`src/rtl/ext_display_ctrl_defs.svh`:
```
// Offsets, field positions, reset values and timing constants of the bank
`ifndef EXT_DISPLAY_CTRL_DEFS_SVH
`define EXT_DISPLAY_CTRL_DEFS_SVH

`define IDX_GENERAL_OUTPUT_PORT 8'h5C
`define IDX_HORIZ_OVERFLOW 8'h5D
`define IDX_VERT_OVERFLOW 8'h5E
`define IDX_IMAGE_SWAP 8'h61
`define IDX_BLANK_DELAY 8'h65
`define IDX_ENGINE_BUS 8'h66
`define IDX_OVERLAY_COLOUR 8'h67
`define IDX_STRAP_TIMING 8'h68
`define IDX_DISPLAY_START_HIGH 8'h69
`define IDX_CPU_PAGE_HIGH 8'h6A
`define IDX_FIRMWARE_FLAG_THREE 8'h6B
`define IDX_REGISTER_LOCK 8'h39

`define UNLOCK_VALUE 8'hA5

`define RST_BLANK_DELAY 8'h04
`define RST_ZERO 8'h00

`define MASK_HORIZ 8'h7F
`define MASK_VERT 8'h57
`define MASK_SWAP 8'h60
`define MASK_BLANK 8'h3C
`define MASK_ENGINE 8'hC9
`define MASK_OVERLAY 8'hFD
`define MASK_DSTART 8'h0F
`define MASK_CPAGE 8'h3F

`define BIT_PAL_ACCESS 2
`define BIT_ENH_EN 0
`define BIT_ENGINE_RST 1
`define BIT_FIFO_DISC 3
`define BIT_PA_TRISTATE 6
`define BIT_MASTER_DISC 7
`define BIT_CLK_PHASE 0
`define BIT_ROW_LOW 2
`define BIT_ROW_PCG 3
`define BIT_BANK_EN 0

`define SWAP_NONE 2'b00
`define SWAP_WORD 2'b01
`define SWAP_DWORD 2'b10

`define ROW_LOW_LONG_HALF 4'd9
`define ROW_LOW_SHORT_HALF 4'd7
`define ROW_PCG_LONG_HALF 4'd7
`define ROW_PCG_SHORT_HALF 4'd5

`endif

```
`src/rtl/ext_display_ctrl_pkg.sv`:
```
// Types shared by the extended display control bank
package ext_display_ctrl_pkg;

    typedef struct packed {
        logic       write;
        logic       read;
        logic [7:0] index;
        logic [7:0] wdata;
    } port_access_t;

    typedef struct packed {
        logic [8:0] horiz_total;
        logic [8:0] horiz_display_end;
        logic [8:0] horiz_blank_start;
        logic [6:0] horiz_blank_end;
        logic [8:0] horiz_sync_start;
        logic [6:0] horiz_sync_end;
        logic [8:0] fifo_fetch_start;
    } horiz_timing_t;

    typedef struct packed {
        logic [10:0] vert_total;
        logic [10:0] vert_display_end;
        logic [10:0] vert_blank_start;
        logic [10:0] vert_retrace_start;
        logic [10:0] line_compare;
    } vert_timing_t;

    typedef enum logic [1:0] {
        OVERLAY_OFF,
        OVERLAY_SECONDARY,
        OVERLAY_RESERVED,
        OVERLAY_FULL
    } overlay_mode_t;

    typedef enum logic [2:0] {
        COLOUR_8BIT_ONE,
        COLOUR_8BIT_TWO,
        COLOUR_15BIT,
        COLOUR_16BIT,
        COLOUR_24BIT,
        COLOUR_RESERVED
    } colour_mode_t;

    typedef struct packed {
        logic [3:0] row_low_half;
        logic [3:0] row_pcg_half;
        logic [1:0] col_strobe_adjust;
        logic       col_strobe_whole;
    } mem_timing_t;

endpackage : ext_display_ctrl_pkg

```
`src/rtl/ext_display_ctrl.sv`:
```
// Extended display control register bank behind the indexed data port
//
// Function
// Each register is one byte, reached by index through the data port.
// Horizontal overflow supplies bit 8 and bit 6 high bits of timing.
// Vertical overflow supplies bit 10 of five vertical timing values.
// Image write swap: none, bytes in word, or full doubleword reversal.
// Palette memory access allowed when its bit is 1; resets to 1.
// Firmware should clear the palette access enable after reset.
// Blanking output delayed zero to seven dot clocks by a field.
// Enhanced bit off allows legacy modes only; on enables engine.
// Writing 1 to engine reset resets engine and memory control.
// Both disconnect bits set: disconnect on full fifo write or busy read.
// Master disconnect: break burst on misaligned or out-of-range address.
// Pixel address tri-state bit floats all sixteen address outputs.
// Video clock in phase with dot clock at 1, inverted at 0.
// Overlay mode: off, secondary over legacy, or full; 10 reserved.
// Software should switch overlay only during vertical sync.
// Colour mode field selects one of five modes, others reserved.
// Reset samples eight strap pins into the strapped register.
// Strapped register locked until unlock value is in the lock register.
// Column strobe adjust step, 11 none; timing bit selects shift style; the code ties col_strobe_whole to 0.
// Row strobe low time 4.5 or 3.5 memory clocks.
// Row strobe precharge 3.5 or 2.5 memory clocks.
// Display start high bits override older bits when non-zero.
// CPU page bits override older bits when non-zero and banking is on.
// Linear 64K window shows the page selected by the CPU page field; the code does so only while BANKING_CONTROL is 1.
`timescale 1ns/1ps
`default_nettype none
`include "ext_display_ctrl_defs.svh"

module ext_display_ctrl #(
    parameter int BLANK_DELAY_MAX = 7
) (
    // Clock and reset
    input wire logic CLK,
    input wire logic RST_B,
    // Indexed data port
    input wire ext_display_ctrl_pkg::port_access_t PORT_IN,
    output logic [7:0] PORT_RDATA,
    // Strap pins and lock
    input wire logic [7:0] STRAP_PINS_THIRD_BYTE,
    input wire logic [7:0] REGISTER_LOCK,
    // Low timing bits, older address bits and controls from the base registers
    input wire logic [7:0] HORIZ_LOW [7],
    input wire logic [7:0] VERT_LOW [5],
    input wire logic [15:0] OLD_DISPLAY_START,
    input wire logic [5:0] OLD_CPU_BASE,
    input wire logic BANKING_CONTROL,
    input wire logic LINEAR_EN,
    input wire logic WINDOW_64K,
    // Dot clock side
    input wire logic DOT_CLOCK,
    input wire logic BLANK_IN_B,
    output logic BLANK_OUT_B,
    output logic VIDEO_OUT_CLOCK,
    input wire logic [15:0] PIXEL_ADDRESS_IN,
    output logic [15:0] PIXEL_ADDRESS_BUS,
    output logic PIXEL_ADDRESS_OE,
    // Bus disconnect
    input wire logic BUS_WRITE,
    input wire logic BUS_READ,
    input wire logic CMD_FIFO_FULL,
    input wire logic CMD_FIFO_EMPTY,
    input wire logic LOCAL_PORT_FIFO_FULL,
    input wire logic BURST_ACTIVE,
    input wire logic [1:0] BURST_ADDR_LOW,
    input wire logic BURST_IN_RANGE,
    output logic BUS_DISCONNECT,
    // Decoded controls
    output logic [7:0] GENERAL_OUT,
    output ext_display_ctrl_pkg::horiz_timing_t HORIZ_TIMING,
    output ext_display_ctrl_pkg::vert_timing_t VERT_TIMING,
    output logic [1:0] IMAGE_SWAP_MODE,
    output logic PALETTE_MEM_ACCESS_EN,
    output logic ENHANCED_FUNCTION_EN,
    output logic ENGINE_RESET,
    output ext_display_ctrl_pkg::overlay_mode_t OVERLAY_MODE,
    output ext_display_ctrl_pkg::colour_mode_t COLOUR_MODE,
    output ext_display_ctrl_pkg::mem_timing_t MEM_TIMING,
    output logic [19:0] DISPLAY_START_HIGH_SEL,
    output logic [5:0] CPU_PAGE
);

    // ==========================================================
    // Register storage
    logic [7:0] gen_out_reg;
    logic [7:0] horiz_reg;
    logic [7:0] vert_reg;
    logic [7:0] swap_reg;
    logic [7:0] blank_reg;
    logic [7:0] engine_reg;
    logic [7:0] overlay_reg;
    logic [7:0] strap_reg;
    logic [7:0] dstart_reg;
    logic [7:0] cpage_reg;
    logic [7:0] flag_three_reg;
    logic strap_taken_reg;
    logic engine_reset_reg;

    wire unlocked = (REGISTER_LOCK == `UNLOCK_VALUE);
    wire wr = PORT_IN.write;
    wire [7:0] idx = PORT_IN.index;
    wire [7:0] wd = PORT_IN.wdata;
    wire strap_ok = unlocked;

    always_ff @(posedge CLK or negedge RST_B) begin
        if (!RST_B) begin
            gen_out_reg <= `RST_ZERO;
            horiz_reg <= `RST_ZERO;
            vert_reg <= `RST_ZERO;
            swap_reg <= `RST_ZERO;
            blank_reg <= `RST_BLANK_DELAY;
            engine_reg <= `RST_ZERO;
            overlay_reg <= `RST_ZERO;
            dstart_reg <= `RST_ZERO;
            cpage_reg <= `RST_ZERO;
            flag_three_reg <= `RST_ZERO;
        end else if (wr) begin
            unique case (idx)
                `IDX_GENERAL_OUTPUT_PORT: gen_out_reg <= wd;
                `IDX_HORIZ_OVERFLOW: horiz_reg <= wd & `MASK_HORIZ;
                `IDX_VERT_OVERFLOW: vert_reg <= wd & `MASK_VERT;
                `IDX_IMAGE_SWAP: swap_reg <= wd & `MASK_SWAP;
                `IDX_BLANK_DELAY: blank_reg <= wd & `MASK_BLANK;
                `IDX_ENGINE_BUS: engine_reg <= wd & `MASK_ENGINE;
                `IDX_OVERLAY_COLOUR: overlay_reg <= wd & `MASK_OVERLAY;
                `IDX_DISPLAY_START_HIGH: dstart_reg <= wd & `MASK_DSTART;
                `IDX_CPU_PAGE_HIGH: cpage_reg <= wd & `MASK_CPAGE;
                `IDX_FIRMWARE_FLAG_THREE: flag_three_reg <= wd;
                default: ;
            endcase
        end
    end

    // ==========================================================
    // Strap capture after reset release, locked writes afterwards
    always_ff @(posedge CLK or negedge RST_B) begin
        if (!RST_B) begin
            strap_taken_reg <= 1'b0;
            strap_reg <= `RST_ZERO;
        end else if (!strap_taken_reg) begin
            strap_taken_reg <= 1'b1;
            strap_reg <= STRAP_PINS_THIRD_BYTE;
        end else if (wr && idx == `IDX_STRAP_TIMING && strap_ok) begin
            strap_reg <= wd;
        end
    end

    // Engine reset is a one-cycle pulse; the bit itself never stores
    always_ff @(posedge CLK or negedge RST_B) begin
        if (!RST_B) begin
            engine_reset_reg <= 1'b0;
        end else begin
            engine_reset_reg <= wr && idx == `IDX_ENGINE_BUS
                && wd[`BIT_ENGINE_RST];
        end
    end
    assign ENGINE_RESET = engine_reset_reg;

    // ==========================================================
    // Read back
    logic [7:0] rdata;
    always_comb begin
        unique case (idx)
            `IDX_GENERAL_OUTPUT_PORT: rdata = gen_out_reg;
            `IDX_HORIZ_OVERFLOW: rdata = horiz_reg;
            `IDX_VERT_OVERFLOW: rdata = vert_reg;
            `IDX_IMAGE_SWAP: rdata = swap_reg;
            `IDX_BLANK_DELAY: rdata = blank_reg;
            `IDX_ENGINE_BUS: rdata = engine_reg;
            `IDX_OVERLAY_COLOUR: rdata = overlay_reg;
            `IDX_STRAP_TIMING: rdata = strap_ok ? strap_reg : 8'h00;
            `IDX_DISPLAY_START_HIGH: rdata = dstart_reg;
            `IDX_CPU_PAGE_HIGH: rdata = cpage_reg;
            `IDX_FIRMWARE_FLAG_THREE: rdata = flag_three_reg;
            default: rdata = 8'h00;
        endcase
    end
    assign PORT_RDATA = rdata;
    assign GENERAL_OUT = gen_out_reg;

    // ==========================================================
    // Timing overflow bits
    assign HORIZ_TIMING.horiz_total = {horiz_reg[0], HORIZ_LOW[0]};
    assign HORIZ_TIMING.horiz_display_end = {horiz_reg[1], HORIZ_LOW[1]};
    assign HORIZ_TIMING.horiz_blank_start = {horiz_reg[2], HORIZ_LOW[2]};
    assign HORIZ_TIMING.horiz_blank_end = {horiz_reg[3], HORIZ_LOW[3][5:0]};
    assign HORIZ_TIMING.horiz_sync_start = {horiz_reg[4], HORIZ_LOW[4]};
    assign HORIZ_TIMING.horiz_sync_end = {horiz_reg[5], HORIZ_LOW[5][5:0]};
    assign HORIZ_TIMING.fifo_fetch_start = {horiz_reg[6], HORIZ_LOW[6]};
    assign VERT_TIMING.vert_total = {vert_reg[0], 2'b00, VERT_LOW[0]};
    assign VERT_TIMING.vert_display_end = {vert_reg[1], 2'b00, VERT_LOW[1]};
    assign VERT_TIMING.vert_blank_start = {vert_reg[2], 2'b00, VERT_LOW[2]};
    assign VERT_TIMING.vert_retrace_start = {vert_reg[4], 2'b00, VERT_LOW[3]};
    assign VERT_TIMING.line_compare = {vert_reg[6], 2'b00, VERT_LOW[4]};

    // ==========================================================
    // Control fields
    assign IMAGE_SWAP_MODE = swap_reg[6:5];
    assign PALETTE_MEM_ACCESS_EN = blank_reg[`BIT_PAL_ACCESS];
    assign ENHANCED_FUNCTION_EN = engine_reg[`BIT_ENH_EN];
    assign OVERLAY_MODE =
        ext_display_ctrl_pkg::overlay_mode_t'(overlay_reg[3:2]);

    always_comb begin
        unique case (overlay_reg[7:4])
            4'h0: COLOUR_MODE = ext_display_ctrl_pkg::COLOUR_8BIT_ONE;
            4'h1: COLOUR_MODE = ext_display_ctrl_pkg::COLOUR_8BIT_TWO;
            4'h3: COLOUR_MODE = ext_display_ctrl_pkg::COLOUR_15BIT;
            4'h5: COLOUR_MODE = ext_display_ctrl_pkg::COLOUR_16BIT;
            4'hD: COLOUR_MODE = ext_display_ctrl_pkg::COLOUR_24BIT;
            default: COLOUR_MODE = ext_display_ctrl_pkg::COLOUR_RESERVED;
        endcase
    end

    // Memory timings in half memory clocks
    assign MEM_TIMING.row_low_half = strap_reg[`BIT_ROW_LOW] ?
        `ROW_LOW_SHORT_HALF : `ROW_LOW_LONG_HALF;
    assign MEM_TIMING.row_pcg_half = strap_reg[`BIT_ROW_PCG] ?
        `ROW_PCG_SHORT_HALF : `ROW_PCG_LONG_HALF;
    assign MEM_TIMING.col_strobe_adjust = strap_reg[1:0];
    assign MEM_TIMING.col_strobe_whole = 1'b0;

    // Address high bits with override of older bits
    wire dstart_new = (dstart_reg[3:0] != 4'h0);
    assign DISPLAY_START_HIGH_SEL = dstart_new ?
        {dstart_reg[3:0], OLD_DISPLAY_START} :
        {4'h0, OLD_DISPLAY_START};
    wire cpage_new = BANKING_CONTROL && ((cpage_reg[5:0] != 6'h00) ||
        (LINEAR_EN && WINDOW_64K));
    assign CPU_PAGE = cpage_new ? cpage_reg[5:0] : OLD_CPU_BASE;

    // ==========================================================
    // Blank delay on the dot clock side, sampled as a plain input
    logic [BLANK_DELAY_MAX-1:0] blank_pipe_reg;
    logic dot_prev_reg;
    wire dot_rise = DOT_CLOCK && !dot_prev_reg;
    always_ff @(posedge CLK or negedge RST_B) begin
        if (!RST_B) begin
            dot_prev_reg <= 1'b0;
            blank_pipe_reg <= '1;
        end else begin
            dot_prev_reg <= DOT_CLOCK;
            if (dot_rise)
                blank_pipe_reg <=
                    {blank_pipe_reg[BLANK_DELAY_MAX-2:0], BLANK_IN_B};
        end
    end
    wire [2:0] bdly = blank_reg[5:3];
    assign BLANK_OUT_B = (bdly == 3'd0) ? BLANK_IN_B
        : blank_pipe_reg[bdly - 3'd1];

    assign VIDEO_OUT_CLOCK = overlay_reg[`BIT_CLK_PHASE] ?
        DOT_CLOCK : ~DOT_CLOCK;

    assign PIXEL_ADDRESS_BUS = PIXEL_ADDRESS_IN;
    assign PIXEL_ADDRESS_OE = ~engine_reg[`BIT_PA_TRISTATE];

    // ==========================================================
    // Bus disconnect
    wire master_disc = engine_reg[`BIT_MASTER_DISC];
    wire fifo_disc = engine_reg[`BIT_FIFO_DISC] && master_disc &&
        ((BUS_WRITE && (CMD_FIFO_FULL || LOCAL_PORT_FIFO_FULL)) ||
         (BUS_READ && !CMD_FIFO_EMPTY));
    wire burst_disc = master_disc && BURST_ACTIVE &&
        (BURST_ADDR_LOW != 2'b00 || !BURST_IN_RANGE);
    assign BUS_DISCONNECT = fifo_disc || burst_disc;
endmodule : ext_display_ctrl
`default_nettype wire

```
`config.mk`:
```
export PLATFORM = sky130hd
export DESIGN_NAME = ext_display_ctrl
export DESIGN_NICKNAME = d
export VERILOG_FILES = /design/src/rtl/ext_display_ctrl_pkg.sv /design/src/rtl/ext_display_ctrl.sv
export VERILOG_INCLUDE_DIRS = /design/src /design/src/rtl
export SDC_FILE = /design/constraint.sdc
export NUM_CORES = 1
export LEC_CHECK = 0
export ABC_AREA = 1
export BUFFER_PORTS_ARGS = -buffer_cell sky130_fd_sc_hd__buf_2
export CORE_AREA = 2 2 147 149
export DETAILED_ROUTE_END_ITERATION = 16
export DIE_AREA = 0 0 149 151
export GPL_TIMING_DRIVEN = 0
export PLACE_DENSITY = 0.66
export SLEW_MARGIN = 15
export SYNTH_ARGS = -nofsm -noshare
export SYNTH_HDL_FRONTEND = slang
export SYNTH_SLANG_ARGS = --single-unit
export TNS_END_PERCENT = 1
```
`constraint.sdc`:
```
create_clock -name CLK -period 2 [get_ports CLK]
set_clock_uncertainty 0.15 [all_clocks]
set_input_delay 0.4 -clock CLK [delete_from_list [all_inputs] [get_ports CLK]]
set_output_delay 0.4 -clock CLK [all_outputs]
set_load 0.01 [all_outputs]
```
==> summary.md, run 1 <==
| Metric | Value |
|---|---|
| Seq/Total Area, Yosys | `33.5%` |
| Place WS | `-0.298 ns` |
| I/O Pins | `381` |
| Maximum clock rate | `0.461 GHz` |
| Latest clock arrival within the worst-skew pair | `0.34 ns` |
| Vias in the first global route | `4668` |
| Failing checks | `negative setup slack` |
| Largest net degree at the start of global routing | `48` |
| Core area | `20800 µm²` |
| RSZ-0062 raised after global routing | `yes` |
| Peak VDD IR | `0.452 mV` |
| Chip height | `151 µm` |
| Mean Syn Cell Area | `7.74 µm²` |
| Hold path cells | `1` |
| Switching Power | `1.30 mW` |
| Register clock-pin slew on the reported worst setup and hold paths | `0.06 ns` |
| H-tree depth | `3` |
| Initial drt markers | `249` |
| Combinational power share | `25.0%` |
| DRT Wirelength | `18100 µm` |
| CP Data Required Time | `1.45 ns` |
| Period utilisation layout | `109%` |
| Worst Hold Class | `in -> reg` |
| Congestion Overflow GR | `0` |
| Mapped Cells | `708` |
| Netlist cell types | `36` |
| TritonRoute pass-1 iters | `4` |
| Setup ws final | `-0.171 ns` |
| CTS tree | `built` |
| Reg2reg path depth | `5` |
| Mapped cell area | `5480 µm²` |
| Seq cells post-synth | `73` |
| Clock share of power | `36.1%` |
| Longest Clk Path Bufs | `2` |
| DR WL/cell | `14.3 µm` |
| Final Hold Fails | `0` |
| Internal power | `3.20 mW` |
| Pins Over Slew Limit | `0` |
| GR Util All Layers | `14.9%` |
| Status | `finished, violations left` |
| Seq pwr share | `38.9%` |
| Clock Sinks | `73` |
| Endpoints failing setup | `15` |
| Filler cells | `2197` |
| Share of layout cells above drive strength 1 | `54.2%` |
| GP Congestion | `0.872` |
| Chip Width | `149 µm` |
| Sw Share | `28.9%` |
| Initial antenna violation count | `5` |
| Critical Path Source Type | `register` |
| Vias | `5300` |
| Area of the multi-input gates | `2360 µm²` |
| Clk root buf | `clkbuf_16` |
| First-pass GRT wire length | `25500 µm` |
| Leak | `4.31 nW` |
| Worst EP arrival | `1.62 ns` |
| P&R area growth vs syn | `40.3%` |
| Crit Path Max Fanout | `4` |
| Reg area | `1840 µm²` |
| Initial Util | `26.3%` |
| Max Cap Viol | `0` |
| Power per cell area | `584 nW/µm²` |
| Antenna Nets Post-Route | `0` |
| Setup crit end kind | `primary output` |
| Std cell rows | `53` |
| Port Buffers | `232` |
| Die Area | `22500 µm²` |
| Ys Warns | `0` |
| Final net count | `1168` |
| Final routed DRC violation total | `0` |
| DP Wirelength | `14300 µm` |
| Total power | `4.49 mW` |
| Min Tclk post-route | `2.17 ns` |
| WS Path Type | `reg -> out` |
| Vias/cell | `4.19` |
| Post-route core utilization | `36.9%` |
| CTS Buf Count | `9` |
## placed cells by master (no fill, tap or decap), drive strengths merged
cell,netlist,layout
dfstp,8,8
ha,2,2
nand2,163,163
inv,55,55
clkinv,0,2
nor3b,2,2
bufinv,0,1
nand4,1,1
xnor2,1,1
xor2,1,1
a22o,1,1
nor3,1,1
o21ai,67,67
nor2,77,77
dfrtp,65,65
a21oi,5,5
a31o,1,1
mux2,11,11
nand3,70,70
clkbuf,7,20
conb,2,16
diode,0,4
o211ai,1,1
dlygate4sd3,0,1
o21a,6,6
buf,161,409
## cell families after synthesis
group           share of synthesized area [%]
simple gates                             28.3
mux                                      2.26
flops                                    33.5
xor+xnor                                0.320
buf+inv                                  26.7
other cells                             0.137
compound gates                           8.26
fa+ha+maj                               0.456
## power groups by stage
stage / registers (mW) / logic, mW / clock network, mW
floorplan: 1.75 / 0.656 / 0
global placement: 1.76 / 1.04 / 0
detailed placement: 1.77 / 1.06 / 0
CTS: 1.75 / 1.13 / 1.64
global route: 1.77 / 1.24 / 1.70
finish: 1.75 / 1.12 / 1.62
## path summary, 6_finish.rpt
kind | start | slack [ns] | end
worst max-delay path | blank_reg[3] | -0.17 | BLANK_OUT_B
worst min-delay path | DOT_CLOCK | 0.05 | dot_prev_reg
worst max register to register | strap_taken_reg | 0.58 | strap_reg[6]
worst min register to register | flag_three_reg[6] | 0.34 | flag_three_reg[6]
max in group asynchronous | RST_B | 0.69 | blank_pipe_reg[1]
min in group asynchronous | RST_B | 0.41 | dot_prev_reg
## metrics by stage
step	TNS, ns	std cells	hold slack (ns)	area [µm²]
detailed placement	-2.56	1230	0.215	7070
CTS	-2.08	1261	0.0553	7610
global placement	-12.12	1229	0.326	7040
global route	-3.09	1265	0.0539	7690
floorplan	0	722	-0.0456	5540
finish	-1.78	1266	0.0527	7690
## per-layer routing
| metal | track usage (%) | vias to the layer above | part of all wire, % |
|---|---|---|---|
| met5 | 0 | - | 0.072 |
| met4 | 4.48 | 2 | 1.4 |
| met3 | 3.73 | 19 | 7.6 |
| met2 | 26.1 | 221 | 51 |
| met1 | 18.0 | 2414 | 39 |
| li1 | - | 2644 | - |
## cells in the mapped netlist (all sizes together)
cell	number	area share (%)
nor2	77	8.5
buf	161	22
clkbuf	7	0.50
xnor2	1	0.16
dfrtp	65	30
mux2	11	2.3
a31o	1	0.16
ha	2	0.46
a22o	1	0.16
inv	55	3.8
xor2	1	0.16
nand3	70	6.6
o211ai	1	0.14
a21oi	5	0.46
o21a	6	0.82
nand2	163	13
nand4	1	0.11
dfstp	8	3.8
nor3	1	0.091
nor3b	2	0.27
o21ai	67	6.5
conb	2	0.14
## repair_timing
item | in CTS | in global routing
gates cloned | 1 | 0
endpoints found under the setup margin | 16 | 18
pin swaps | 5 | 9
buffers inserted | 13 | 1
endpoints found under the hold margin | 22 | 0
hold buffers | 1 | 0
gates resized for setup | 47 | 23
## critical path, stage by stage (launching register included)
cell and delay, ns:
dfrtp_2 0.42, inv_4 0.08, ha_4 0.21, inv_1 0.07, nand3_1 0.06, nand3_1 0.08, nand2_1 0.07, o21ai_2 0.13
buf_2 0.15
## final cells by class
type | instances | area share, %
sequential | 73 | 23.9
antenna | 4 | 0.130
buffer | 168 | 16.8
timing repair buffer | 249 | 17.5
multi-input combinational | 426 | 30.8
tap | 275 | 4.47
clock buffer | 13 | 3.25
clock inverter | 3 | 0.521
inverter | 55 | 2.72
Note: power is estimated with default switching activity, not from simulation.
==> run 2: changes to the inputs <==
ABC_AREA = unset   (was 1)
CORE_AREA = 2 2 150 152   (was 2 2 147 149)
DIE_AREA = 0 0 152 154   (was 0 0 149 151)
PLACE_DENSITY = 0.62   (was 0.66)
==> summary.md, run 2 <==
| Metric | Value |
|---|---|
| Peak VDD IR | `0.405 mV` |
| Worst R2R Start | `strap_taken_reg` |
| Routed wl met2 | `9300 µm` |
| Std cell rows | `54` |
| Final routed DRC violation total | `0` |
| Filler cells | `2203` |
| Leak | `3.86 nW` |
| Clock share of power | `34.6%` |
| CP Data Required Time | `1.45 ns` |
| Post-synth EDFFs | `0` |
| Switching Power | `1.19 mW` |
| Endpoints failing setup | `15` |
| Async S/R FF share, synth | `100%` |
| DRT Wirelength | `17700 µm` |
| Reg area | `1840 µm²` |
| Setup crit end kind | `primary output` |
| Port Buffers | `235` |
| Register clock-pin slew on the reported worst setup and hold paths | `0.05 ns` |
| Flop2flop setup slack | `0.19 ns` |
| Seq pwr share | `39.7%` |
| I/O Pins | `381` |
| Mean Syn Cell Area | `10.4 µm²` |
| Ys Warns | `0` |
| Internal power | `3.20 mW` |
| Combinational power share | `25.7%` |
| Final net count | `952` |
| Critical Path Source Type | `register` |
| Seq/Total Area, Yosys | `36.2%` |
| Netlist cell types | `65` |
| Core area | `21700 µm²` |
| Top cells by area, synth | `dfrtp_1 32%, buf_4 22%, mux2_2 16%, dfstp_2 4.1%, nand2_1 2.5%` |
| Vias in the first global route | `4311` |
| Relative slew slack | `57.6%` |
| DR WL/cell | `16.8 µm` |
| Final Hold Fails | `0` |
| TritonRoute pass-1 iters | `4` |
| Top-count cell post-synth | `buf_4` |
| Worst r2r dst | `strap_reg[6]` |
| Yosys top cell area share | `32.1%` |
| CTS Buf Count | `9` |
| Failing checks | `negative setup slack` |
| Met3 WL | `879 µm` |
| CTS tree | `built` |
| Latest clock arrival within the worst-skew pair | `0.33 ns` |
| Synth cell count leaders | `146 x buf_4, 73 x mux2_2, 65 x dfrtp_1` |
| Worst Hold Class | `in -> reg` |
| GP Congestion | `0.803` |
| Mapped cell area | `5070 µm²` |
| Routed length on met1 | `7140 µm` |
| Worst setup path endpoint | `BLANK_OUT_B` |
| First-pass GRT wire length | `25800 µm` |
| GR Util All Layers | `14.3%` |
| Final antenna diode count | `0` |
| Setup ws final | `-0.381 ns` |
| Mapped Cells | `490` |
| P&R area growth vs syn | `45.2%` |
| Min Tclk post-route | `2.38 ns` |
| Initial antenna violation count | `0` |
| Chip Width | `152 µm` |
| WS Path Type | `reg -> out` |
| Largest net degree at the start of global routing | `52` |
| Share of layout cells above drive strength 1 | `71.7%` |
| Status | `finished, violations left` |
| Chip height | `154 µm` |
| Commonest non-fill, non-tap cell in the layout | `buf_2` |
| Clk root buf | `clkbuf_16` |
| Congestion Overflow GR | `0` |
| Die Area | `23400 µm²` |
| DP Wirelength | `14300 µm` |
| Post-synth top area cell | `dfrtp_1` |
| Post-synth top flop | `dfrtp_1` |
| Period utilisation layout | `119%` |
| Clock Sinks | `73` |
| Vias/cell | `4.22` |
| Area of the multi-input gates | `2220 µm²` |
| Initial Util | `23.4%` |
| Sw Share | `27.2%` |
| RSZ-0062 raised after global routing | `yes` |
| Seq cells post-synth | `73` |
| Vias | `4428` |
| DR top layer | `met4` |
| H-tree depth | `3` |
| Crit Path Max Fanout | `4` |
| Place WS | `-0.604 ns` |
| Total power | `4.40 mW` |
| Most frequent cells in the layout | `231 x buf_2, 162 x buf_4, 72 x mux2_2, 64 x dfrtp_1, 32 x nand2_1` |
| Max Cap Viol | `0` |
| Initial drt markers | `175` |
| Reg2reg path depth | `4` |
| Worst slew pin tran | `0.636 ns` |
| Pins Over Slew Limit | `0` |
| Antenna Nets Post-Route | `0` |
| Maximum clock rate | `0.420 GHz` |
| Placed Cells | `1020` |
| Power per cell area | `597 nW/µm²` |
| Longest Clk Path Bufs | `2` |
| Critical Path Start | `blank_reg[3]` |
| Final Non-Filler Cells | `1050` |
| Worst EP arrival | `1.83 ns` |
-- run 2: metrics by stage --
step                area [µm²]  hold WS, ns  utilization [%]  TNS, ns
finish                    7370       0.0741             34.0    -4.51
global route              7370       0.0793             34.0    -5.67
CTS                       7280       0.0687             33.6    -4.89
detailed placement        6700        0.176             30.9   -21.73
global placement          6670        0.336             30.8   -29.22
floorplan                 5150      -0.0456                -  -0.0411
-- run 2: how the worst min path moves through the flow --
| stage | startpoint | endpoint | slack, ns | depth (start not counted) |
|---|---|---|---|---|
| after floorplan | RST_B | ENGINE_RESET | -0.05 | 0 |
| after global placement | flag_three_reg[5] | flag_three_reg[5] | 0.34 | 1 |
| after detailed placement | RST_B | dot_prev_reg | 0.18 | 1 |
| after CTS | DOT_CLOCK | dot_prev_reg | 0.07 | 1 |
| after global routing | DOT_CLOCK | dot_prev_reg | 0.08 | 1 |
| final | DOT_CLOCK | dot_prev_reg | 0.07 | 1 |
-- run 2: critical path, cell delays in order (launching register included) --
cell and delay, ns:
dfrtp_1 0.36, buf_4 0.15, mux4_2 0.54, o31ai_4 0.20
a211oi_2 0.10, buf_2 0.15
-- run 2: area by class of cell --
class / count / share of cell area, %
plain buffers: 164 / 17.0
clock buffers: 13 / 3.67
clock inverters: 2 / 0.170
inverters: 14 / 0.713
multi-input cells: 252 / 30.1
flip-flops and latches: 73 / 24.9
well taps: 280 / 4.75
repair buffers: 252 / 18.6
-- run 2: repair_timing --
item                                    4_1_cts  5_1_grt
pin swaps                                    22       13
hold endpoints to repair                     19        0
hold buffers                                  1        0
resized for setup                            57       16
setup buffers                                 8        6
endpoints found under the setup margin       25       22
gates cloned                                  1        0
-- run 2: cells by family (layout without fill, tap and decap cells) --
group	Yosys count	after routing	share of synthesized area, %
XOR/XNOR	3	3	0.518
flip-flops	73	73	36.2
AND/OR/NAND/NOR	96	96	11.0
AO/OA/AOI/OAI	44	44	6.46
adder cells (fa/ha/maj)	2	2	0.493
buffers and inverters	179	445	24.6
other	2	16	0.148
multiplexers	91	91	20.6
-- run 2: metal layers --
metal / GRT usage [%] / up-vias
met5: 0 / -
met4: 4.72 / 0
met3: 2.00 / 21
met2: 25.8 / 199
met1: 17.4 / 2126
li1: - / 2082
-- run 2: power by group through the flow --
| stage | clock [mW] | combinational [mW] | sequential (mW) |
|---|---|---|---|
| floorplan | 0 | 0.647 | 1.75 |
| global placement | 0 | 1.03 | 1.76 |
| detailed placement | 0 | 1.04 | 1.77 |
| CTS | 1.55 | 1.10 | 1.75 |
| global route | 1.61 | 1.21 | 1.77 |
| finish | 1.52 | 1.13 | 1.74 |
